[config.mk]
export PLATFORM = sky130hd
export DESIGN_NAME = scan_matrix_panel_io
export DESIGN_NICKNAME = d
export VERILOG_FILES = /design/src/logic/scan_panel_pkg.sv /design/src/logic/pin_filter.sv /design/src/logic/scan_matrix_panel_io.sv
export VERILOG_INCLUDE_DIRS = /design/src /design/src/logic
export SDC_FILE = /design/constraint.sdc
export NUM_CORES = 2
export LEC_CHECK = 0
export BUFFER_PORTS_ARGS = -buffer_cell sky130_fd_sc_hd__buf_4
export CAP_MARGIN = 10
export CORE_MARGIN = 3
export CORE_UTILIZATION = 43
export CTS_BUF_LIST = sky130_fd_sc_hd__clkbuf_4
export DETAILED_ROUTE_END_ITERATION = 10
export PLACE_DENSITY_LB_ADDON = 0.05
export SLEW_MARGIN = 20
export SYNTH_ARGS = -nofsm -noshare
export SYNTH_HDL_FRONTEND = slang
export SYNTH_SLANG_ARGS = --single-unit
[constraint.sdc]
create_clock -name ref_clk_i -period 3.3 [get_ports ref_clk_i]
set_input_delay 0.495 -clock ref_clk_i [delete_from_list [all_inputs] [get_ports ref_clk_i]]
set_output_delay 0.495 -clock ref_clk_i [all_outputs]
set_load 0.03 [all_outputs]
[src/logic/scan_panel_cfg.svh]
// constants for the panel scan and direct i/o block
`ifndef SCAN_PANEL_CFG_SVH
`define SCAN_PANEL_CFG_SVH
`define SP_CLK_NS 4
`define SP_SLOT_NS 1460000
`define SP_DEB_NS 2200000
`define SP_KEY_ROWS 8
`define SP_KEY_COLS 8
`define SP_LED_COMMONS 4
`define SP_OFF_STATUS 8'h20
`define SP_OFF_MASK 8'h24
`define SP_OFF_CTRL 8'h28
`define SP_OFF_STATION 8'h2C
`define SP_CTRL_RST 32'h00000001
`define SP_EV_KEYCYC 3
`define SP_EV_DIOCHG 4
`define SP_EV_WIDTH 5
`endif

[src/logic/scan_panel_pkg.sv]
// types shared by the panel scan and direct i/o block
package scan_panel_pkg;
  typedef struct packed {
    logic read;
    logic write;
    logic [7:0] address;
    logic [31:0] writedata;
  } avm_req_t;
  typedef struct packed {
    logic [2:0] first;
    logic [2:0] second;
    logic [2:0] direct_io_station_sel;
  } station_sel_t;
  typedef enum logic {BUS_IDLE, BUS_ACK} bus_state_t;
endpackage

[src/logic/pin_filter.sv]
// three-stage pin synchroniser with per-bit stability filter
`timescale 1ns/100ps
module pin_filter #(
  parameter int WIDTH = 8,
  parameter int STABLE = 1,
  parameter logic [WIDTH-1:0] RST_VAL = '0
)(
  input wire logic ref_clk_i,
  input wire logic rst_n_i,
  input wire logic clk_en_i,
  input wire logic [WIDTH-1:0] pin_i,
  output logic [WIDTH-1:0] level_o
);
  localparam int CW = $clog2(STABLE + 1);
  logic [WIDTH-1:0] s1_q, s2_q, s3_q, level_q, level_d;
  logic [CW-1:0] cnt_q [WIDTH];
  logic [CW-1:0] cnt_d [WIDTH];

  // ==========================================
  // filter
  always_comb begin
    level_d = level_q;
    for (int i = 0; i < WIDTH; i++) begin
      cnt_d[i] = '0;
      if (s2_q[i] == s3_q[i] && s3_q[i] != level_q[i]) begin
        if (cnt_q[i] == CW'(STABLE - 1)) begin
          level_d[i] = s3_q[i];
        end else begin
          cnt_d[i] = cnt_q[i] + CW'(1);
        end
      end
    end
  end

  always_ff @(posedge ref_clk_i) begin
    if (!rst_n_i) begin
      s1_q <= RST_VAL;
      s2_q <= RST_VAL;
      s3_q <= RST_VAL;
      level_q <= RST_VAL;
      for (int i = 0; i < WIDTH; i++) begin
        cnt_q[i] <= '0;
      end
    end else if (clk_en_i) begin
      s1_q <= pin_i;
      s2_q <= s1_q;
      s3_q <= s2_q;
      level_q <= level_d;
      cnt_q <= cnt_d;
    end
  end

  assign level_o = level_q;

  // ==========================================
  // assertions
  for (genvar g = 0; g < WIDTH; g++) begin : g_chk

  end
endmodule

[src/logic/scan_matrix_panel_io.sv]
// panel key matrix scanner, led matrix driver, direct i/o and station mapping
// Operation
// key scanner reads 64 keys as eight commons by eight data lines
// key data of a common captured only while that common is low
// commons step in turn, 1.46ms each, 11.68ms per full cycle
// panel holds each key at least 11.68ms and one ladder cycle
// led driver runs 64 outputs as two 4-common by 8-data matrices
// led data shown, lit only while the group common is high
// led commons rotate, each high 1.46ms once every 5.84ms
// two scan selectors each map 32 inputs and 32 outputs to a station
// direct io selector maps 32 inputs and 32 outputs to its station
// installer sets distinct station numbers 0 to 7, eight at most
// one link alarm per selector, raised when its station fails; the code raises it when its station number equals another selector's
// direct inputs report a change after 2.2ms to 11ms
// panel builder fits a sneak-path diode with every key
// key commons and data active low, pressed key reads low
// eight data bits latched at slot end into a 64-bit key image
//
// The placing of the registers and the Avalon-MM register port were decided locally.
`timescale 1ns/100ps
`include "scan_panel_cfg.svh"
module scan_matrix_panel_io #(
  parameter int SLOT_CYCLES = (`SP_SLOT_NS + `SP_CLK_NS - 1) / `SP_CLK_NS,
  parameter int DEB_CYCLES = (`SP_DEB_NS + `SP_CLK_NS - 1) / `SP_CLK_NS,
  parameter int DIO_WIDTH = 32
)(
  input wire logic ref_clk_i,
  input wire logic rst_n_i,
  input wire logic clk_en_i,
  input scan_panel_pkg::avm_req_t bus_i,
  output logic [31:0] avm_readdata_o,
  output logic avm_waitrequest_o,
  output logic [`SP_KEY_ROWS-1:0] key_row_select_n_o,
  input wire logic [`SP_KEY_COLS-1:0] key_column_sense_n_i,
  output logic [`SP_LED_COMMONS-1:0] led_group_common_a_o,
  output logic [`SP_LED_COMMONS-1:0] led_group_common_b_o,
  output logic [`SP_KEY_COLS-1:0] led_segment_line_a_o,
  output logic [`SP_KEY_COLS-1:0] led_segment_line_b_o,
  input wire logic [DIO_WIDTH-1:0] direct_in_i,
  output logic [DIO_WIDTH-1:0] direct_out_o,
  input wire logic [2:0] scan_station_sel_first_i,
  input wire logic [2:0] scan_station_sel_second_i,
  input wire logic [2:0] direct_io_station_sel_i,
  output logic first_scan_link_alarm_o,
  output logic second_scan_link_alarm_o,
  output logic direct_io_link_alarm_o,
  output logic irq_o
);
  localparam int SW = $clog2(SLOT_CYCLES + 1);
  localparam int IMG = `SP_KEY_ROWS * `SP_KEY_COLS;

  logic [SW-1:0] slot_cnt_q, slot_cnt_d;
  logic [2:0] row_q, row_d;
  logic [IMG-1:0] key_img_q, key_img_d;
  logic [IMG-1:0] led_img_q, led_img_d;
  logic [`SP_KEY_ROWS-1:0] key_row_d;
  logic [`SP_LED_COMMONS-1:0] led_common_d;
  logic [`SP_KEY_COLS-1:0] seg_a_d, seg_b_d;
  logic [`SP_KEY_COLS-1:0] key_sense_n;
  logic [DIO_WIDTH-1:0] dio_level, dio_prev_q, dio_out_d;
  logic [8:0] sel_raw;
  scan_panel_pkg::station_sel_t sel;
  scan_panel_pkg::bus_state_t bus_state_q, bus_state_d;
  logic [31:0] rdata_d, read_word, ctrl_q, ctrl_d;
  logic [`SP_EV_WIDTH-1:0] status_q, status_d, mask_q, mask_d, ev_set;
  logic [2:0] alarm_q, alarm_d;
  logic scan_en, slot_end, req, acc_wr;
  logic [2:0] st_idx;

  // ==========================================
  // pin synchronisers
  pin_filter #(.WIDTH(`SP_KEY_COLS), .STABLE(1), .RST_VAL('1)) u_key_sync (
    .ref_clk_i(ref_clk_i),
    .rst_n_i(rst_n_i),
    .clk_en_i(clk_en_i),
    .pin_i(key_column_sense_n_i),
    .level_o(key_sense_n)
  );

  pin_filter #(.WIDTH(9), .STABLE(1)) u_sel_sync (
    .ref_clk_i(ref_clk_i),
    .rst_n_i(rst_n_i),
    .clk_en_i(clk_en_i),
    .pin_i({scan_station_sel_first_i, scan_station_sel_second_i, direct_io_station_sel_i}),
    .level_o(sel_raw)
  );

  pin_filter #(.WIDTH(DIO_WIDTH), .STABLE(DEB_CYCLES)) u_dio_filter (
    .ref_clk_i(ref_clk_i),
    .rst_n_i(rst_n_i),
    .clk_en_i(clk_en_i),
    .pin_i(direct_in_i),
    .level_o(dio_level)
  );

  assign sel = scan_panel_pkg::station_sel_t'(sel_raw);

  // ==========================================
  // key and led scan
  assign scan_en = ctrl_q[0];
  assign slot_end = slot_cnt_q == SW'(SLOT_CYCLES - 1);

  always_comb begin
    slot_cnt_d = slot_cnt_q;
    row_d = row_q;
    key_img_d = key_img_q;
    if (!scan_en) begin
      slot_cnt_d = '0;
      row_d = '0;
    end else if (slot_end) begin
      slot_cnt_d = '0;
      row_d = row_q + 3'h1;
      key_img_d[{row_q, 3'h0} +: `SP_KEY_COLS] = ~key_sense_n;
    end else begin
      slot_cnt_d = slot_cnt_q + SW'(1);
    end
    key_row_d = scan_en ? ~(8'h01 << row_d) : 8'hFF;
    led_common_d = scan_en ? 4'h1 << row_d[1:0] : 4'h0;
    seg_a_d = led_img_q[{1'b0, row_d[1:0], 3'h0} +: `SP_KEY_COLS];
    seg_b_d = led_img_q[{1'b1, row_d[1:0], 3'h0} +: `SP_KEY_COLS];
  end

  always_ff @(posedge ref_clk_i) begin
    if (!rst_n_i) begin
      slot_cnt_q <= '0;
      row_q <= '0;
      key_img_q <= '0;
      key_row_select_n_o <= 8'hFF;
      led_group_common_a_o <= 4'h0;
      led_group_common_b_o <= 4'h0;
      led_segment_line_a_o <= 8'h00;
      led_segment_line_b_o <= 8'h00;
    end else if (clk_en_i) begin
      slot_cnt_q <= slot_cnt_d;
      row_q <= row_d;
      key_img_q <= key_img_d;
      key_row_select_n_o <= key_row_d;
      led_group_common_a_o <= led_common_d;
      led_group_common_b_o <= led_common_d;
      led_segment_line_a_o <= seg_a_d;
      led_segment_line_b_o <= seg_b_d;
    end
  end

  // ==========================================
  // station read decode
  assign st_idx = bus_i.address[4:2];

  always_comb begin
    read_word = '0;
    if (bus_i.address < `SP_OFF_STATUS) begin
      if (st_idx == sel.first) begin
        read_word = key_img_q[31:0];
      end else if (st_idx == sel.second) begin
        read_word = key_img_q[63:32];
      end else if (st_idx == sel.direct_io_station_sel) begin
        read_word = dio_level;
      end
    end else if (bus_i.address == `SP_OFF_STATUS) begin
      read_word = 32'(status_q);
    end else if (bus_i.address == `SP_OFF_MASK) begin
      read_word = 32'(mask_q);
    end else if (bus_i.address == `SP_OFF_CTRL) begin
      read_word = ctrl_q;
    end else if (bus_i.address == `SP_OFF_STATION) begin
      read_word = {20'h00000, alarm_q, sel_raw};
    end
  end

  // ==========================================
  // bus slave, registers and events
  assign req = bus_i.read | bus_i.write;
  assign acc_wr = bus_state_q == scan_panel_pkg::BUS_ACK && bus_i.write;

  always_comb begin
    alarm_d[2] = sel.first == sel.second || sel.first == sel.direct_io_station_sel;
    alarm_d[1] = sel.second == sel.first || sel.second == sel.direct_io_station_sel;
    alarm_d[0] = sel.direct_io_station_sel == sel.first || sel.direct_io_station_sel == sel.second;
    ev_set = '0;
    ev_set[2:0] = alarm_d & ~alarm_q;
    ev_set[`SP_EV_KEYCYC] = scan_en && slot_end && row_q == 3'h7;
    ev_set[`SP_EV_DIOCHG] = dio_level != dio_prev_q;
    bus_state_d = bus_state_q;
    rdata_d = avm_readdata_o;
    ctrl_d = ctrl_q;
    mask_d = mask_q;
    led_img_d = led_img_q;
    dio_out_d = direct_out_o;
    status_d = status_q | ev_set;
    if (bus_state_q == scan_panel_pkg::BUS_IDLE) begin
      if (req) begin
        bus_state_d = scan_panel_pkg::BUS_ACK;
        rdata_d = read_word;
      end
    end else begin
      bus_state_d = scan_panel_pkg::BUS_IDLE;
    end
    if (acc_wr) begin
      if (bus_i.address < `SP_OFF_STATUS) begin
        if (st_idx == sel.first) begin
          led_img_d[31:0] = bus_i.writedata;
        end else if (st_idx == sel.second) begin
          led_img_d[63:32] = bus_i.writedata;
        end else if (st_idx == sel.direct_io_station_sel) begin
          dio_out_d = bus_i.writedata;
        end
      end else if (bus_i.address == `SP_OFF_STATUS) begin
        status_d = (status_q & ~bus_i.writedata[`SP_EV_WIDTH-1:0]) | ev_set;
      end else if (bus_i.address == `SP_OFF_MASK) begin
        mask_d = bus_i.writedata[`SP_EV_WIDTH-1:0];
      end else if (bus_i.address == `SP_OFF_CTRL) begin
        ctrl_d = {31'h00000000, bus_i.writedata[0]};
      end
    end
  end

  always_ff @(posedge ref_clk_i) begin
    if (!rst_n_i) begin
      bus_state_q <= scan_panel_pkg::BUS_IDLE;
      avm_readdata_o <= '0;
      ctrl_q <= `SP_CTRL_RST;
      mask_q <= '0;
      status_q <= '0;
      led_img_q <= '0;
      direct_out_o <= '0;
      alarm_q <= '0;
      dio_prev_q <= '0;
    end else if (clk_en_i) begin
      bus_state_q <= bus_state_d;
      avm_readdata_o <= rdata_d;
      ctrl_q <= ctrl_d;
      mask_q <= mask_d;
      status_q <= status_d;
      led_img_q <= led_img_d;
      direct_out_o <= dio_out_d;
      alarm_q <= alarm_d;
      dio_prev_q <= dio_level;
    end
  end

  assign avm_waitrequest_o = req && bus_state_q != scan_panel_pkg::BUS_ACK;
  assign first_scan_link_alarm_o = alarm_q[2];
  assign second_scan_link_alarm_o = alarm_q[1];
  assign direct_io_link_alarm_o = alarm_q[0];
  assign irq_o = |(status_q & mask_q);
endmodule

After elaboration in Yosys (flattened, before gate mapping)
Index checks and enable logic that the tools add are counted.
{ "word_totals": {"elab_cells": 593, "output_inout_bits": 101, "regBits": 1142, "inputBits": 94} }
{ "op_classes": {"n_eq_ne": 146, "n_shift": 6, "n_mux": 118, "reduce_logical": 113, "n_addsub": 52, "n_bitwise": 33, "magnitude_cmp": 1} }
{ "ops": {"columns": ["cell", "n"], "rows": [
  ["two-way mux 20 bit", 64],
  ["adder 20 x 1 -> 20 bit (second input constant)", 32],
  ["equality test 20 bit (second input constant)", 32],
  ["AND reduction 3 bit", 51],
  ["two-way mux 32 bit", 4],
  ["bitwise mux 64 bit", 1],
  ["variable shift 8 x 8 -> 64 bit (first input constant)", 1],
  ["indexed part select 64 x 6 -> 8 bit", 1],
  ["indexed part select 64 x 7 -> 8 bit", 1],
  ["indexed part select 8 x 8 -> 64 bit", 1],
  ["logical AND 1 bit", 53],
  ["equality test 1 bit", 49],
  ["!= test 1 bit", 49],
  ["two-way mux 12 bit", 4],
  ["two-way mux 19 bit", 2],
  ["two-way mux 1 bit", 36],
  ["equality test 8 x 6 -> 1 bit (second input constant)", 4],
  ["!= test 32 bit", 1],
  ["equality test 3 bit", 9],
  ["inverter 1 bit", 23],
  ["adder 19 x 1 -> 19 bit (second input constant)", 1],
  ["equality test 19 bit (second input constant)", 1],
  ["adder 1 bit (second input constant)", 17],
  ["inverter 8 bit", 2],
  ["21 further kinds", 30]
]} }

Depth between registers and ports, before layout
{ "depth": {"depth_word": 7, "depth_mapped": 12, "ltp_nobuf": 9} }

Cells and area by module
A second synthesis with hierarchy kept.
{ "unflattened": {"cells_unflattened": 6565, "hier_area_um2": 54141.9} }
{ "modules_own_cells": {"columns": ["module", "instances", "seq_area_each_um2", "area_each_um2", "cells_each"], "rows": [
  ["pin_filter (u_dio_filter)", 1, 15374.7, 38638.3, 4785],
  ["scan_matrix_panel_io", 1, 5785.5, 12788.5, 1516],
  ["pin_filter (u_sel_sync)", 1, 720.7, 1491.4, 145],
  ["pin_filter (u_key_sync)", 1, 640.6, 1223.7, 119]
]} }

Least setup slack after synthesis
OpenSTA, ideal clock, no wires.
{ "synth_timing": {"path_kind": "register to register", "startpoint": "register row_q[0]", "endpoint": "register key_img_q[32]", "path_buffers": 3, "period_less_slack_ns": 2.983, "arrival_ns": 2.855, "t_required_ns": 3.172, "setup_ns": 0.128, "setup_slack_ns": 0.317, "stages_incl_launch_ff": 12, "cell_sequence": "dfxtp_1 > inv_1 > clkbuf_1 > clkbuf_1 > ha_1 > ha_1 > or4b_2 > nor2_1 > nand4_1 > clkbuf_1 > a21oi_1 > nor2_1"} }
{ "synth_via": {"elab_chain_cells": 3, "word_cells_on_any_way": 4, "classes_between": "add/sub (1); shift (2); mux (1)"} }
{ "synth_rtl": {"columns": ["element", "line", "rtl"], "rows": [
  ["start, declared", "scan_matrix_panel_io.sv:53", "logic [2:0] row_q, row_d;"],
  ["start signal, assigned", "scan_matrix_panel_io.sv:135", "row_q <= row_d;"],
  ["negation 6 -> 8 bit *", "scan_matrix_panel_io.sv:113", "key_img_d[{row_q, 3'h0} +: `SP_KEY_COLS] = ~key_sense_n;"],
  ["indexed part select 8 x 8 -> 64 bit / variable shift 8 x 8 -> 64 bit (equally long branches)", "scan_matrix_panel_io.sv:113", null],
  ["bitwise mux 64 bit *", "scan_matrix_panel_io.sv:113", null],
  ["end signal, assigned", "scan_matrix_panel_io.sv:136", "key_img_q <= key_img_d;"],
  ["end, declared", "scan_matrix_panel_io.sv:54", "logic [IMG-1:0] key_img_q, key_img_d;"]
]} }
Every way passes the cells marked *; elsewhere a longest branch is shown, timed or not.
A chain may end at the register's enable or synchronous reset.

Final worst setup path
{ "layout_timing": {"startpoint": "register slot_cnt_q[12]", "endpoint": "register key_img_q[27]"} }
{ "layout_via": {"elab_chain_cells": 2} }
{ "layout_rtl": {"columns": ["element", "line", "rtl"], "rows": [
  ["start, declared", "scan_matrix_panel_io.sv:52", "logic [SW-1:0] slot_cnt_q, slot_cnt_d;"],
  ["start signal, assigned", "scan_matrix_panel_io.sv:134", "slot_cnt_q <= slot_cnt_d;"],
  ["equality test 19 bit", "scan_matrix_panel_io.sv:101", "assign slot_end = slot_cnt_q == SW'(SLOT_CYCLES - 1);"],
  ["AND reduction 3 bit (no line)", null, null]
]} }
Every way passes these cells.

==> flow_summary.toml <==
[routing]
dr_wl_met2_mm = 55.2
wl_met3_mm = 6.74
num_vias = 41161
drc_errors = 0
dr.max_layer_used = "met4"
via_per_inst = 5.12
wl_per_cell_um = 15.6
wl_mm = 126
first_pass_iters = 6
route.antenna.remaining_nets = 0
m1WireLength_mm = 61.1
drtIter0Drc = 2314

[clock_network]
post_cts_resized = 0
path_clk_slew_ns = 0.06
cts_root_buf = "clkbuf_4"
cts_buffers = 329
cts_sinks = 1125
clock_latency_ns = 1.21
hold_buffers = 179
post_cts_buffers = 0
cts_buffer_depth = 4
cts_tree = "yes"
cts_max_level = 5

[critical_path]
cp.arrival_ns = 4.01
worst_path_largest_cell_delay_ns = 0.52
worst_path_max_delay_cell = "nor4b_1"
cp.required_ns = 4.40
path_class = "reg2reg"
cp-end-kind = "flop"
crit_fanout = 12
startpoint_type = "flop"
path_cells = "nor4b_1, nand4_1, nor3_4, nand4b_4, or3_2, a21oi_1"

[synthesis]
yosys_most_used_dff = "dfxtp_1"
synth_cells = 5749
ys_types = 80
synth.avg_cell_area_sq_um = 8.51
synthArstFlopShare_pct = 0
ys_seq_area_share_pct = 46.1
synth-seq-cells = 1125
synthTopCellsByArea = "dfxtp_1 46%, nor2_1 8.4%, xor2_1 7.5%, mux2i_1 5.4%, nand2_1 5.3%"
synth_area_sq_mm = 0.0489
synth_edf_count = 0
yosysWarnings = 0
synth_nets = 5880
synth_top_area_share_pct = 46.1
yosys.area.top_type = "dfxtp_1"

[finish]
nFillCells = 11088
final_common_cell = "dfxtp_1"
final_cell_count_no_fill = 8033
final_cell_mix = "1125 x dfxtp_1, 1094 x nor2_1, 696 x nand2_1"
drive_gt1_share_pct = 12.9
nNetsFinal = 6437
final_area_sq_mm = 0.0580
syn2layout_area_growth_pct = 18.6

[die]
die_y_um = 343
die_w_um = 343
start_util_pct = 43.4
core_region_area_sq_mm = 0.113
fp.dieArea_sq_mm = 0.118
rows = 123
pin_count = 195

[global_routing]
grt_max_degree = 90
antenna_found_initial = 6
grt-ovfl-total = 0
grt_pass1_vias = 39419
grt_pass1_wl_mm = 204
grt_usage_pct = 21.0

[timing]
tightest_slew_ns = 0.853
tns_ns = 0
final_hold_viol_count = 0
rsz0062_at_grt = "no"
fin_crit_sh_pct = 88.1
finalWorstPathRequiredPeriod_ns = 2.91
timing.final.ws_setup_ns = 0.391
slew_viol_final = 0
fin_skew_ns = 0.0611
clock.fmax_mhz = 344
maxSlewHeadroom_pct = 42.6
setup_viol = 0

[power_and_ir_drop]
p_per_area_mw_per_mm2 = 480
p_leak_nw = 21.7
irDropWorstVdd_mv = 0.312

[place]
gp_congestion = 0.809
dp.cells = 7296
placed_area_sq_mm = 0.0522
port_buffers = 194
post-place-ws_ns = 0.474
dp_hpwl_mm = 82.5

[outcome]
status = "complete, no violations"

[job]
drv_cap = 0

[min_path]
hp-class = "in2reg"
==> power breakdown <==
group	internal, mW	total, mW	leakage (nW)	switching [mW]
clock	7.03	12.8	2.41	5.80
combinational	0.493	1.20	10.2	0.712
sequential	13.7	13.8	9.08	0.106
==> registers in the layout (all words and copies together) (netlist names), 9 cells and up <==
register	count
avm_readdata_o	32
dio_prev_q	32
direct_out_o	32
key_img_q	64
led_img_q	64
slot_cnt_q	19
u_dio_filter.cnt_q	640
u_dio_filter.level_o	32
u_dio_filter.s1_q	32
u_dio_filter.s2_q	32
u_dio_filter.s3_q	32
u_sel_sync.level_o	9
u_sel_sync.s1_q	9
u_sel_sync.s2_q	9
u_sel_sync.s3_q	9
==> worst max-delay path, delay by kind of cell (launching register included) <==
family	cells	cell delay (ns)
AO/OA/AOI/OAI	1	0.16
flip-flops	1	0.42
AND/OR/NAND/NOR	5	2.23
==> kinds of logic (layout without fill, tap and decap cells) <==
| family | after synthesis | count (layout) | share of synthesized area, % |
|---|---|---|---|
| buf+inv | 315 | 1086 | 2.56 |
| other cells | 0 | 13 | 0 |
| mux | 271 | 271 | 5.58 |
| compound gates | 629 | 629 | 7.61 |
| xor+xnor | 608 | 608 | 10.9 |
| simple gates | 2764 | 2764 | 26.4 |
| flops | 1125 | 1125 | 46.1 |
| fa+ha+maj | 37 | 37 | 0.947 |
==> through the flow <==
stage / utilization (%) / hold WS (ns) / total power [mW]
6_report: 51.5 / 0.140 / 27.8
5_1_grt: 51.5 / 0.00578 / 29.2
4_1_cts: 51.5 / 0.00108 / 28.4
3_5_place_dp: 46.3 / 0.448 / 15.1
3_3_place_gp: 46.3 / 0.439 / 15.1
2_1_floorplan: - / 0.429 / 14.7
==> area by class of cell <==
cell class,instances,area [sq um],area share [%]
diodes,13,32.5,0.0561
clock buffers,484,3630,6.26
clock inverters,61,368,0.634
inverters,57,224,0.386
multi-input cells,4309,25200,43.4
flip-flops and latches,1125,22500,38.8
well taps,1500,1880,3.24
repair buffers,484,4190,7.23
==> final timing paths <==
path | startpoint | end | slack (ns) | cells after the start
setup / recovery | slot_cnt_q[12] | key_img_q[27] | 0.39 | 6
setup reg to reg | slot_cnt_q[12] | key_img_q[27] | 0.39 | 6
hold / removal | bus_i[29] | led_img_q[61] | 0.14 | 4
hold reg to reg | u_sel_sync.s3_q[4] | u_sel_sync.level_o[4] | 0.45 | 2
==> synth_stat cells, types with 97 or more instances <==
cell,n
dfxtp_1,1125
nor2_1,1095
nor3_1,97
mux2i_1,266
clkbuf_1,218
nand3_1,223
nand2_1,696
xnor2_1,192
o21ai_0,147
xor2_1,416
nand4_1,213
a21oi_1,270
==> layer usage <==
| metal | track usage [%] | vias to the layer above |
|---|---|---|
| met1 | 29.0 | 19079 |
| met4 | 7.46 | 0 |
| met2 | 32.4 | 856 |
| met5 | 0 | - |
| met3 | 4.53 | 209 |
| li1 | - | 21017 |
Power figures use the tool's default switching activity.
